==> src/rtl/stream_write_pkg.sv <==
// Purpose: Shared constants and types for the streaming PIO write command block
// Assumes: 8-bit register port, 50 MHz clock
// Notes: Register offsets are byte indices on the plain register port
package stream_write_pkg;
  localparam int ADDR_W = 5;
  localparam int LBA_W = 48;
  localparam int STREAMS = 8;
  // Register offsets
  localparam logic [4:0] OFS_FEAT_CUR = 5'h01;
  localparam logic [4:0] OFS_FEAT_PREV = 5'h02;
  localparam logic [4:0] OFS_CNT_CUR = 5'h03;
  localparam logic [4:0] OFS_CNT_PREV = 5'h04;
  localparam logic [4:0] OFS_LBA0 = 5'h05;
  localparam logic [4:0] OFS_LBA5 = 5'h0A;
  localparam logic [4:0] OFS_CMD_STAT = 5'h0B;
  localparam logic [4:0] OFS_ERROR = 5'h0C;
  localparam logic [4:0] OFS_IRQ_STAT = 5'h0D;
  localparam logic [4:0] OFS_IRQ_MASK = 5'h0E;
  localparam logic [4:0] OFS_UNIT_LO = 5'h0F;
  localparam logic [4:0] OFS_UNIT_HI = 5'h10;
  localparam logic [4:0] OFS_MIN_LO = 5'h11;
  localparam logic [4:0] OFS_MIN_HI = 5'h12;
  localparam logic [4:0] OFS_DEF_BASE = 5'h18;
  localparam logic [7:0] OPC_WRITE_STREAM = 8'h3B;
  // Status bit positions
  localparam int ST_BSY = 7;
  localparam int ST_RDY = 6;
  localparam int ST_SE = 5;
  localparam int ST_DRQ = 3;
  localparam int ST_ERR = 0;
  // Error bit positions
  localparam int ER_IDN = 4;
  localparam int ER_ABT = 2;
  localparam int ER_TIME_LIMIT_EXPIRED_FLAG = 0;
  // Interrupt status bit positions
  localparam int IRQ_DONE = 0;
  localparam int IRQ_TIMEOUT = 1;
  localparam int IRQ_SERR = 2;
  localparam logic [16:0] MAX_SECTORS = 17'h10000;
  localparam logic [15:0] UNIT_RESET = 16'h0001;
  localparam logic [15:0] MIN_COMPLETION_TIME_LIMIT_RESET = 16'h0001;
  localparam int CLK_MHZ = 50;
  localparam int US_PER_TICK = 1;
  localparam int CYC_PER_US = CLK_MHZ * US_PER_TICK;

  typedef struct packed {
    logic urgent;
    logic writeContinuous;
    logic flush;
    logic handleStreamError;
    logic reserved;
    logic [2:0] streamIdentifier;
  } feature_s;

  typedef struct packed {
    logic done;
    logic error;
    logic errIdnf;
  } sector_s;
endpackage

==> src/rtl/stream_pio_write_command.sv <==
// Purpose: Device-side interpreter of the streaming PIO write command
// Assumes: media path reports one sector result per pulse, same clock
// Notes: Completion time limit checked at sector boundaries only
//
// Overview of operation
// - Write count sectors, zero means 65536
// - Continuous mode never aborts on errors
// - Continuous errors end SE set, ERR clear
// - Continuous timeout stops, sets expired flag
// - Continuous mode attempts full transfer within limit
// - Urgent flag requests minimum-time completion
// - Flush flag commits stream before completion
// - Handle-error flag restarts at last error
// - Low three feature bits select stream
// - Limit is multiplier times identify time unit
// - Zero multiplier uses stream default limit
// - No default means limit ignored
// - Limit timed from command write to completion
// - Limit raised to device minimum
// - Timeout sets error register bit zero
//
// Our own choices: strobed register access and the address map.
`timescale 1ns/1ns
module stream_pio_write_command #(
  parameter int LBA_W = stream_write_pkg::LBA_W
) (
  // Clock and reset
  input wire logic clk,
  input wire logic rst,
  // Register port
  input wire logic [stream_write_pkg::ADDR_W-1:0] regAddr,
  input wire logic [7:0] regWdata,
  input wire logic regWr,
  input wire logic regRd,
  output logic [7:0] regRdata,
  // Media path
  input wire stream_write_pkg::sector_s sectorResult,
  input wire logic flushDone,
  output logic xferActive,
  output logic [LBA_W-1:0] startLba,
  output logic [2:0] streamIdentifier,
  output logic urgentReq,
  output logic flushReq,
  // Interrupt
  output logic irq
);
  import stream_write_pkg::*;

  typedef enum logic [3:0] {
    S_IDLE = 4'b0001,
    S_XFER = 4'b0010,
    S_FLUSH = 4'b0100,
    S_END = 4'b1000
  } state_e;

  state_e state_q;
  feature_s featCur_q;
  logic [7:0] featPrev_q;
  logic [15:0] count_q;
  logic [LBA_W-1:0] lba_q;
  logic [7:0] status_q;
  logic [7:0] error_q;
  logic [2:0] irqStat_q;
  logic [2:0] irqMask_q;
  logic [15:0] unit_q;
  logic [15:0] minCctl_q;
  logic [7:0] defCctl_q [STREAMS];
  logic [STREAMS-1:0] defValid_q;
  logic [LBA_W-1:0] errLba_q [STREAMS];
  feature_s run_q;
  logic [16:0] remain_q;
  logic [LBA_W-1:0] curLba_q;
  logic sawError_q;
  logic sawIdnf_q;
  logic timerOn_q;
  logic [23:0] usLeft_q;
  logic [5:0] presc_q;
  logic [7:0] rdata_d;

  logic cmdWrite;
  logic sectorBoundary;
  logic expired;
  logic lastSector;
  logic [7:0] multSel;
  logic [23:0] limitRaw;
  logic [23:0] limit_d;
  logic limitOn_d;
  logic endPulse;
  logic timeoutEnd;
  logic abortEnd;

  assign cmdWrite = regWr && regAddr == OFS_CMD_STAT && regWdata == OPC_WRITE_STREAM
                    && state_q == S_IDLE;
  assign sectorBoundary = state_q == S_XFER && sectorResult.done;
  assign expired = timerOn_q && usLeft_q == 24'h000000;
  assign lastSector = remain_q == 17'h00001;
  assign timeoutEnd = sectorBoundary && expired;
  assign abortEnd = sectorBoundary && !expired && sectorResult.error && !run_q.writeContinuous;

  // Limit computation at command write
  always_comb begin
    multSel = featPrev_q;
    limitOn_d = 1'b1;
    if (featPrev_q == 8'h00) begin
      multSel = defCctl_q[featCur_q.streamIdentifier];
      if (!defValid_q[featCur_q.streamIdentifier] || multSel == 8'h00) begin
        limitOn_d = 1'b0;
      end
    end
    limitRaw = 24'(multSel) * 24'(unit_q);
    limit_d = limitRaw;
    if (limitRaw < 24'(minCctl_q)) begin
      limit_d = 24'(minCctl_q);
    end
  end

  // Task file and configuration registers
  always_ff @(posedge clk) begin
    if (rst) begin
      featCur_q <= '0;
      featPrev_q <= 8'h00;
      count_q <= 16'h0000;
      lba_q <= '0;
      unit_q <= UNIT_RESET;
      minCctl_q <= MIN_COMPLETION_TIME_LIMIT_RESET;
      irqMask_q <= 3'h0;
    end else if (regWr && state_q == S_IDLE) begin
      case (regAddr)
        OFS_FEAT_CUR: featCur_q <= regWdata;
        OFS_FEAT_PREV: featPrev_q <= regWdata;
        OFS_CNT_CUR: count_q[7:0] <= regWdata;
        OFS_CNT_PREV: count_q[15:8] <= regWdata;
        OFS_IRQ_MASK: irqMask_q <= regWdata[2:0];
        OFS_UNIT_LO: unit_q[7:0] <= regWdata;
        OFS_UNIT_HI: unit_q[15:8] <= regWdata;
        OFS_MIN_LO: minCctl_q[7:0] <= regWdata;
        OFS_MIN_HI: minCctl_q[15:8] <= regWdata;
        default: begin
          if (regAddr >= OFS_LBA0 && regAddr <= OFS_LBA5) begin
            lba_q[8*(regAddr-OFS_LBA0) +: 8] <= regWdata;
          end
        end
      endcase
    end else if (regWr && regAddr == OFS_IRQ_MASK) begin
      irqMask_q <= regWdata[2:0];
    end
  end

  // Per-stream default limits and last error addresses
  genvar g;
  generate
    for (g = 0; g < STREAMS; g++) begin : g_stream
      always_ff @(posedge clk) begin
        if (rst) begin
          defCctl_q[g] <= 8'h00;
          defValid_q[g] <= 1'b0;
        end else if (regWr && regAddr == OFS_DEF_BASE + 5'(g)) begin
          defCctl_q[g] <= regWdata;
          defValid_q[g] <= 1'b1;
        end
      end
      always_ff @(posedge clk) begin
        if (rst) begin
          errLba_q[g] <= '0;
        end else if (sectorBoundary && sectorResult.error && run_q.streamIdentifier == 3'(g)) begin
          errLba_q[g] <= curLba_q;
        end
      end
    end
  endgenerate

  // Command sequencer
  always_ff @(posedge clk) begin
    if (rst) begin
      state_q <= S_IDLE;
      run_q <= '0;
      remain_q <= 17'h00000;
      curLba_q <= '0;
    end else begin
      case (state_q)
        S_IDLE: begin
          if (cmdWrite) begin
            state_q <= S_XFER;
            run_q <= featCur_q;
            remain_q <= (count_q == 16'h0000) ? MAX_SECTORS : {1'b0, count_q};
            curLba_q <= featCur_q.handleStreamError ? errLba_q[featCur_q.streamIdentifier] : lba_q;
          end
        end
        S_XFER: begin
          if (sectorBoundary) begin
            curLba_q <= curLba_q + 1'b1;
            remain_q <= remain_q - 17'h00001;
            if (timeoutEnd || abortEnd) begin
              state_q <= S_END;
            end else if (lastSector) begin
              state_q <= run_q.flush ? S_FLUSH : S_END;
            end
          end
        end
        S_FLUSH: begin
          if (flushDone) begin
            state_q <= S_END;
          end
        end
        S_END: state_q <= S_IDLE;
        default: state_q <= S_IDLE;
      endcase
    end
  end

  // Error accumulation for continuous mode
  always_ff @(posedge clk) begin
    if (rst || cmdWrite) begin
      sawError_q <= 1'b0;
      sawIdnf_q <= 1'b0;
    end else if (sectorBoundary && sectorResult.error) begin
      sawError_q <= 1'b1;
      sawIdnf_q <= sawIdnf_q | sectorResult.errIdnf;
    end
  end

  // Microsecond completion timer
  always_ff @(posedge clk) begin
    if (rst) begin
      timerOn_q <= 1'b0;
      usLeft_q <= 24'h000000;
      presc_q <= 6'h00;
    end else if (cmdWrite) begin
      timerOn_q <= limitOn_d;
      usLeft_q <= limit_d;
      presc_q <= 6'h00;
    end else if (state_q == S_IDLE) begin
      timerOn_q <= 1'b0;
    end else if (presc_q == 6'(CYC_PER_US - 1)) begin
      presc_q <= 6'h00;
      if (usLeft_q != 24'h000000) begin
        usLeft_q <= usLeft_q - 24'h000001;
      end
    end else begin
      presc_q <= presc_q + 6'h01;
    end
  end

  assign endPulse = (state_q == S_END);

  // Status and error registers
  always_ff @(posedge clk) begin
    if (rst) begin
      status_q <= 8'h00;
      error_q <= 8'h00;
    end else if (cmdWrite) begin
      status_q <= 8'h00;
      status_q[ST_BSY] <= 1'b1;
      status_q[ST_RDY] <= 1'b1;
      status_q[ST_DRQ] <= 1'b1;
      error_q <= 8'h00;
    end else if (timeoutEnd) begin
      status_q[ST_BSY] <= 1'b0;
      status_q[ST_DRQ] <= 1'b0;
      status_q[ST_SE] <= 1'b1;
      status_q[ST_ERR] <= !run_q.writeContinuous;
      error_q[ER_TIME_LIMIT_EXPIRED_FLAG] <= 1'b1;
      error_q[ER_IDN] <= sawIdnf_q || (sectorResult.error && sectorResult.errIdnf);
      error_q[ER_ABT] <= (sawError_q && !sawIdnf_q) || (sectorResult.error && !sectorResult.errIdnf);
    end else if (abortEnd) begin
      status_q[ST_BSY] <= 1'b0;
      status_q[ST_DRQ] <= 1'b0;
      status_q[ST_ERR] <= 1'b1;
      error_q[ER_IDN] <= sectorResult.errIdnf;
      error_q[ER_ABT] <= !sectorResult.errIdnf;
    end else if (sectorBoundary && lastSector) begin
      status_q[ST_DRQ] <= 1'b0;
      if (!run_q.flush) begin
        status_q[ST_BSY] <= 1'b0;
        status_q[ST_SE] <= sawError_q || sectorResult.error;
        status_q[ST_ERR] <= 1'b0;
        error_q[ER_IDN] <= sawIdnf_q || (sectorResult.error && sectorResult.errIdnf);
        error_q[ER_ABT] <= (sawError_q && !sawIdnf_q) || (sectorResult.error && !sectorResult.errIdnf);
      end
    end else if (state_q == S_FLUSH && flushDone) begin
      status_q[ST_BSY] <= 1'b0;
      status_q[ST_SE] <= sawError_q;
      status_q[ST_ERR] <= 1'b0;
      error_q[ER_IDN] <= sawIdnf_q;
      error_q[ER_ABT] <= sawError_q && !sawIdnf_q;
    end else if (state_q == S_IDLE) begin
      status_q[ST_RDY] <= 1'b1;
    end
  end

  // Sticky interrupt status, set beats write-one-to-clear
  always_ff @(posedge clk) begin
    if (rst) begin
      irqStat_q <= 3'h0;
    end else begin
      for (int i = 0; i < 3; i++) begin
        if (regWr && regAddr == OFS_IRQ_STAT && regWdata[i]) begin
          irqStat_q[i] <= 1'b0;
        end
      end
      if (endPulse) begin
        irqStat_q[IRQ_DONE] <= 1'b1;
      end
      if (timeoutEnd) begin
        irqStat_q[IRQ_TIMEOUT] <= 1'b1;
      end
      if (endPulse && status_q[ST_SE]) begin
        irqStat_q[IRQ_SERR] <= 1'b1;
      end
    end
  end

  // Read mux, data one cycle after strobe
  always_comb begin
    rdata_d = 8'h00;
    case (regAddr)
      OFS_CMD_STAT: rdata_d = status_q;
      OFS_ERROR: rdata_d = error_q;
      OFS_IRQ_STAT: rdata_d = {5'h00, irqStat_q};
      OFS_IRQ_MASK: rdata_d = {5'h00, irqMask_q};
      OFS_FEAT_CUR: rdata_d = featCur_q;
      OFS_FEAT_PREV: rdata_d = featPrev_q;
      OFS_CNT_CUR: rdata_d = count_q[7:0];
      OFS_CNT_PREV: rdata_d = count_q[15:8];
      OFS_UNIT_LO: rdata_d = unit_q[7:0];
      OFS_UNIT_HI: rdata_d = unit_q[15:8];
      OFS_MIN_LO: rdata_d = minCctl_q[7:0];
      OFS_MIN_HI: rdata_d = minCctl_q[15:8];
      default: begin
        if (regAddr >= OFS_DEF_BASE) begin
          rdata_d = defCctl_q[3'(regAddr - OFS_DEF_BASE)];
        end else if (regAddr >= OFS_LBA0 && regAddr <= OFS_LBA5) begin
          rdata_d = lba_q[8*(regAddr-OFS_LBA0) +: 8];
        end
      end
    endcase
  end

  // Registered outputs
  always_ff @(posedge clk) begin
    if (rst) begin
      regRdata <= 8'h00;
      irq <= 1'b0;
      xferActive <= 1'b0;
      startLba <= '0;
      streamIdentifier <= 3'h0;
      urgentReq <= 1'b0;
      flushReq <= 1'b0;
    end else begin
      regRdata <= regRd ? rdata_d : 8'h00;
      irq <= |(irqStat_q & irqMask_q);
      xferActive <= state_q == S_XFER && !(sectorBoundary && (lastSector || timeoutEnd || abortEnd));
      startLba <= curLba_q;
      streamIdentifier <= run_q.streamIdentifier;
      urgentReq <= run_q.urgent && state_q != S_IDLE && state_q != S_END;
      flushReq <= state_q == S_FLUSH && !flushDone;
    end
  end

  // Checks
  zero_count_a: assert property (@(posedge clk) disable iff (rst)
    cmdWrite && count_q == 16'h0000 |=> remain_q == MAX_SECTORS) else $error("zero count not 65536");
  wc_noabort_a: assert property (@(posedge clk) disable iff (rst)
    sectorBoundary && sectorResult.error && run_q.writeContinuous && !expired && !lastSector
    |=> state_q == S_XFER) else $error("continuous mode aborted");
  wc_endstat_a: assert property (@(posedge clk) disable iff (rst)
    state_q == S_END && run_q.writeContinuous && sawError_q && !error_q[ER_TIME_LIMIT_EXPIRED_FLAG]
    |-> status_q[ST_SE] && !status_q[ST_ERR] && !status_q[ST_BSY]) else $error("bad continuous end status");
  timeout_stop_a: assert property (@(posedge clk) disable iff (rst)
    timeoutEnd |=> state_q == S_END ##1 state_q == S_IDLE) else $error("timeout did not stop");
  time_limit_expired_flag_bit_a: assert property (@(posedge clk) disable iff (rst)
    timeoutEnd |=> error_q[ER_TIME_LIMIT_EXPIRED_FLAG] && !status_q[ST_BSY]) else $error("expiry flag not set");
  flush_wait_a: assert property (@(posedge clk) disable iff (rst)
    state_q == S_FLUSH && !flushDone |=> status_q[ST_BSY]) else $error("completion before flush");
  no_limit_a: assert property (@(posedge clk) disable iff (rst)
    cmdWrite && featPrev_q == 8'h00 && !defValid_q[featCur_q.streamIdentifier] |=> !timerOn_q)
    else $error("limit used without default");
  min_clamp_a: assert property (@(posedge clk) disable iff (rst)
    cmdWrite && limitOn_d |=> usLeft_q >= 24'($past(minCctl_q))) else $error("limit below minimum");
  hse_start_a: assert property (@(posedge clk) disable iff (rst)
    cmdWrite && featCur_q.handleStreamError |=> curLba_q == $past(errLba_q[featCur_q.streamIdentifier]))
    else $error("resume address wrong");
  irq_level_a: assert property (@(posedge clk) disable iff (rst)
    |(irqStat_q & irqMask_q) |=> irq) else $error("interrupt not raised");
  timeout_c: cover property (@(posedge clk) disable iff (rst) timeoutEnd && run_q.writeContinuous);
  flush_c: cover property (@(posedge clk) disable iff (rst) state_q == S_FLUSH ##1 state_q == S_END);
  wc_err_c: cover property (@(posedge clk) disable iff (rst) state_q == S_END && sawError_q);
endmodule

==> config.mk <==
export PLATFORM = sky130hd
export DESIGN_NAME = stream_pio_write_command
export DESIGN_NICKNAME = d
export VERILOG_FILES = /design/src/rtl/stream_write_pkg.sv /design/src/rtl/stream_pio_write_command.sv
export SDC_FILE = /design/constraint.sdc
export NUM_CORES = 2
export LEC_CHECK = 0
export BUFFER_PORTS_ARGS = -buffer_cell sky130_fd_sc_hd__buf_4
export CORE_ASPECT_RATIO = 1.25
export CORE_MARGIN = 1.5
export CORE_UTILIZATION = 65
export CTS_BUF_LIST = sky130_fd_sc_hd__clkbuf_8
export DETAILED_ROUTE_END_ITERATION = 10
export PLACE_DENSITY = 0.82
export SLEW_MARGIN = 10
export SYNTH_ARGS = -nofsm -noshare
export SYNTH_HDL_FRONTEND = slang
export SYNTH_SLANG_ARGS = --single-unit
==> constraint.sdc <==
create_clock -name clk -period 15.1 [get_ports clk]
set_clock_uncertainty 0.2 [all_clocks]
set_input_delay 0.755 -clock clk [delete_from_list [all_inputs] [get_ports clk]]
set_output_delay 0.755 -clock clk [all_outputs]
set_load 0.05 [all_outputs]
==> flow_metrics.env <==
export IMPL_synth_compound_area_frac=0.09363
export IMPL_post_route_min_period_ns=9.472
export IMPL_worstSetupStartpointType="register"
export IMPL_drv_slew=0
export IMPL_clock_latency_ns=0.75
export IMPL_globalRouteOverflowTotal=0
export IMPL_min_path_cells=3
export IMPL_synth_mux_area_frac=0.1102
export IMPL_dieHeight_microns=277.3
export IMPL_rows=100
export IMPL_p_int_mw=3.204
export IMPL_drive_gt1_frac=0.1247
export IMPL_fin_nets=3886
export IMPL_cp_data_arrival_time_ns=9.88
export IMPL_drt_total_wl_mm=108.9
export IMPL_die_area_sq_um=61670
export IMPL_port_buffers=83
export IMPL_antenna_found_initial=5
export IMPL_drc_errors=0
export IMPL_grt_pass1_wl_mm=168.4
export IMPL_firstDrtPassIters=7
export IMPL_endpoint_kind="register"
export IMPL_syn_nets=3919
export IMPL_path_clk_slew_ns=0.07
export IMPL_holdPathEnd="sawIdnf_q$_SDFFE_PP0P_"
export IMPL_wire_per_inst_microns=23.85
export IMPL_cts_root_buf="clkbuf_8"
export IMPL_pwr_share_clk=0.404
export IMPL_synth_warnings=0
export IMPL_worstPathRequired_ns=15.51
export IMPL_r2r_end="usLeft_q[8]$_SDFFE_PP0P_"
export IMPL_hold_class="input port to register"
export IMPL_crit_type="register to register"
export IMPL_clock_sinks=756
export IMPL_cts_resized=0
export IMPL_hp_start="sectorResult[0]"
export IMPL_dp_hpwl_mm=68.23
export IMPL_async_reset_ff_frac=0
export IMPL_syn_inst=3735
export IMPL_start_util=0.6567
export IMPL_cts_buffers=112
export IMPL_p_leak_nw=15.41
export IMPL_area_growth_pct=8.439
export IMPL_ctsHoldBuffers=0
export IMPL_status="finished, final reports clean"
export IMPL_critical_path_peak_fanout=59
export IMPL_max_clock_freq_mhz=105.6
export IMPL_antenna_left=0
export IMPL_worst_pin_slew_ns=1.202
export IMPL_hold_violations=0
export IMPL_setup_viol=0
export IMPL_core_sq_um=59560
export IMPL_grt_max_degree=99
export IMPL_reg2reg_slack_ns=5.63
export IMPL_drt_iter0_markers=3853
export IMPL_post_cts_buffers=0
export IMPL_swShare=0.2407
export IMPL_power_density_nw_per_um2=99.48
export IMPL_synth_top_family_by_area="simple AND/OR/NAND/NOR gates"
export IMPL_grt_usage=0.3537
export IMPL_yosysSeqAreaShare=0.5016
export IMPL_cts_tree="done"
export IMPL_vias_per_cell=6.615
export IMPL_synthXorXnorAreaFrac=0.01097
export IMPL_globalplace_congestion=0.9482
export IMPL_netlist_area_sq_um=39110
export IMPL_yosys_area_share_simple=0.1717
export IMPL_maxSlewHeadroom=0.1984
export IMPL_utilization=0.7122
export IMPL_finalCritPeriodShare=0.6273
export IMPL_cts_max_level=3
export IMPL_grt_pass1_vias=29840
export IMPL_yosysUniqueCellTypes=80
export IMPL_grt_setup_unrepaired="false"
export IMPL_synth_edf_count=448
export IMPL_yosys_area_share_adder=0.06826
export IMPL_clk_path_buf_depth=3
export IMPL_vias=30200
export IMPL_fin_tns_setup_ns=0
export IMPL_pwr_share_seq=0.537
export IMPL_synth_area_per_cell_sq_um=10.47
export IMPL_synth_seq_cells=756
export IMPL_combinationalPowerShare=0.059
export IMPL_cap_violations=0
export IMPL_synthFlopType="edfxtp_1"
export IMPL_die_x_microns=222.4
export IMPL_ioPinCount=84
export IMPL_p_sw_mw=1.015
export IMPL_peakVddDrop_mv=0.08558
export IMPL_r2r_cells=24
[placed cells by master (no fill, tap or decap), types with 23 or more instances in the layout]
| master | n |
|---|---|
| clkbuf_8 | 142 |
| buf_4 | 133 |
| a22oi_1 | 24 |
| nor4_1 | 28 |
| nand2_1 | 333 |
| dfxtp_1 | 304 |
| ha_1 | 79 |
| a21oi_1 | 199 |
| xor2_1 | 27 |
| nand3_1 | 99 |
| inv_1 | 206 |
| and3_1 | 77 |
| and2_1 | 44 |
| nor2_1 | 624 |
| a211oi_1 | 55 |
| nand4_1 | 35 |
| fa_1 | 84 |
| mux4_2 | 130 |
| nor2b_1 | 58 |
| o21ai_0 | 116 |
| mux2i_1 | 137 |
| nor3_1 | 70 |
| nand2b_1 | 23 |
| edfxtp_1 | 448 |
[layout make-up]
type	count	area (sq um)
inverter	165	620.6
antenna	1	2.502
multi-input combinational	2533	17850
clock inverter	70	389.1
fill	4208	17140
sequential	756	19630
timing repair buffer	134	1010
clock buffer	142	1954
tap	765	957.2
[critical path: stages, from the launching register on]
cell and delay [ns]:
dfxtp_4 1.03, mux4_2 0.44, mux2i_1 0.41, nor2_1 0.16, nor2_1 0.83, nor2b_1 0.14
fa_1 0.55, fa_1 0.46, fa_1 0.53, fa_1 0.52, ha_1 0.36, nand2_1 0.08
a211oi_1 0.50, o211ai_1 0.24, nand2_1 0.13, xor2_1 0.22, ha_1 0.28, a21o_1 0.16
a21o_1 0.17, a21oi_1 0.14, o21ai_0 0.08, nand4b_1 0.22, nor4_4 0.75, and3_1 0.52
a311oi_1 0.16
[cell usage after synthesis, types with 9 or more instances]
cell | n | area (sq um)
o311a_1 | 12 | 120.1
a22oi_1 | 24 | 180.2
a21oi_1 | 199 | 996.0
and3_1 | 77 | 481.7
a211oi_1 | 55 | 412.9
o21a_1 | 9 | 67.56
o211ai_1 | 10 | 75.07
nand4_1 | 35 | 219.0
nor2_1 | 625 | 2346
buf_1 | 33 | 123.9
buf_2 | 13 | 65.06
nor3_1 | 72 | 360.4
a31oi_1 | 17 | 106.4
o21ai_0 | 116 | 580.6
fa_1 | 84 | 1682
a221oi_1 | 17 | 148.9
dfxtp_1 | 308 | 6166
o22ai_1 | 22 | 137.6
edfxtp_1 | 448 | 13450
nand2_1 | 345 | 1295
nor2b_1 | 58 | 362.9
or3_1 | 14 | 87.58
clkbuf_1 | 231 | 867.1
nor4_1 | 28 | 175.2
ha_1 | 79 | 988.5
mux4_2 | 130 | 2928
inv_1 | 165 | 619.3
xor2_1 | 27 | 236.5
nand3_1 | 101 | 505.5
mux2i_1 | 137 | 1371
xnor2_1 | 22 | 192.7
nand2b_1 | 23 | 143.9
a22o_1 | 12 | 105.1
a21o_1 | 18 | 135.1
and2_1 | 45 | 281.5
[per-layer routing]
| layer | GRT usage | up-vias | part of all wire |
|---|---|---|---|
| li1 | - | 13270 | - |
| met1 | 0.4256 | 14510 | 0.35 |
| met2 | 0.5850 | 1929 | 0.48 |
| met3 | 0.06271 | 491 | 0.098 |
| met4 | 0.2379 | 6 | 0.073 |
| met5 | 0 | - | 0.00036 |
[sequential cells by signal (all words and copies together) (netlist names), 4 cells and up, named ones only]
| signal | flops |
|---|---|
| errLba_q | 384 |
| defCctl_q | 64 |
| curLba_q | 48 |
| lba_q | 48 |
| startLba | 48 |
| usLeft_q | 24 |
| remain_q | 17 |
| count_q | 16 |
| minCctl_q | 16 |
| unit_q | 16 |
| defValid_q | 8 |
| featCur_q | 8 |
| featPrev_q | 8 |
| regRdata | 8 |
| presc_q | 6 |
| run_q | 6 |
| status_q | 5 |
| state_q | 4 |
[power groups by stage]
stage               Sequential, mW  Clock, mW  Combinational (mW)
finish                        2.26       1.71               0.248
global route                  2.27       1.80               0.263
detailed placement            2.31          0               0.242
floorplan                     2.30          0               0.168
CTS                           2.26       1.72               0.243
global placement              2.30          0               0.237
[logic make-up (layout without fill, tap and decap cells)]
kind of cell               count (synthesis)  count (layout)
adders and majority gates                163             163
xor gates and xnor gates                  49              49
DFF                                      756             756
buffers and inverters                    446             511
other                                      0               1
and+or+nand+nor                         1476            1476
AOI/OAI and AO/OA                        577             577
muxes                                    268             268
[worst max path at each step]
stage | end | slack [ns] | startpoint | depth (start not counted)
2_1_floorplan | usLeft_q[12]$_SDFFE_PP0P_ | 7.56 | register | 25
3_3_place_gp | usLeft_q[5]$_SDFFE_PP0P_ | 6.08 | register | 25
3_5_place_dp | usLeft_q[8]$_SDFFE_PP0P_ | 5.90 | register | 24
4_1_cts | usLeft_q[14]$_SDFFE_PP0P_ | 5.87 | register | 24
5_1_grt | usLeft_q[5]$_SDFFE_PP0P_ | 5.03 | register | 24
6_report | usLeft_q[8]$_SDFFE_PP0P_ | 5.63 | register | 24
[per-stage QoR]
step | hold WS, ns | instances | worst slack, ns | cell area, sq um | total power [mW]
after detailed placement | 0.2408 | 4353 | 5.897 | 40070 | 2.550
final | 0.1197 | 4566 | 5.628 | 42410 | 4.219
after global routing | 0.1155 | 4566 | 5.030 | 42410 | 4.333
after CTS | 0.07641 | 4565 | 5.874 | 42410 | 4.223
after global placement | 0.2367 | 4353 | 6.078 | 40070 | 2.540
after floorplan | 0.2217 | 3735 | 7.558 | 39110 | 2.468
Note: power is estimated with default switching activity, not from simulation.
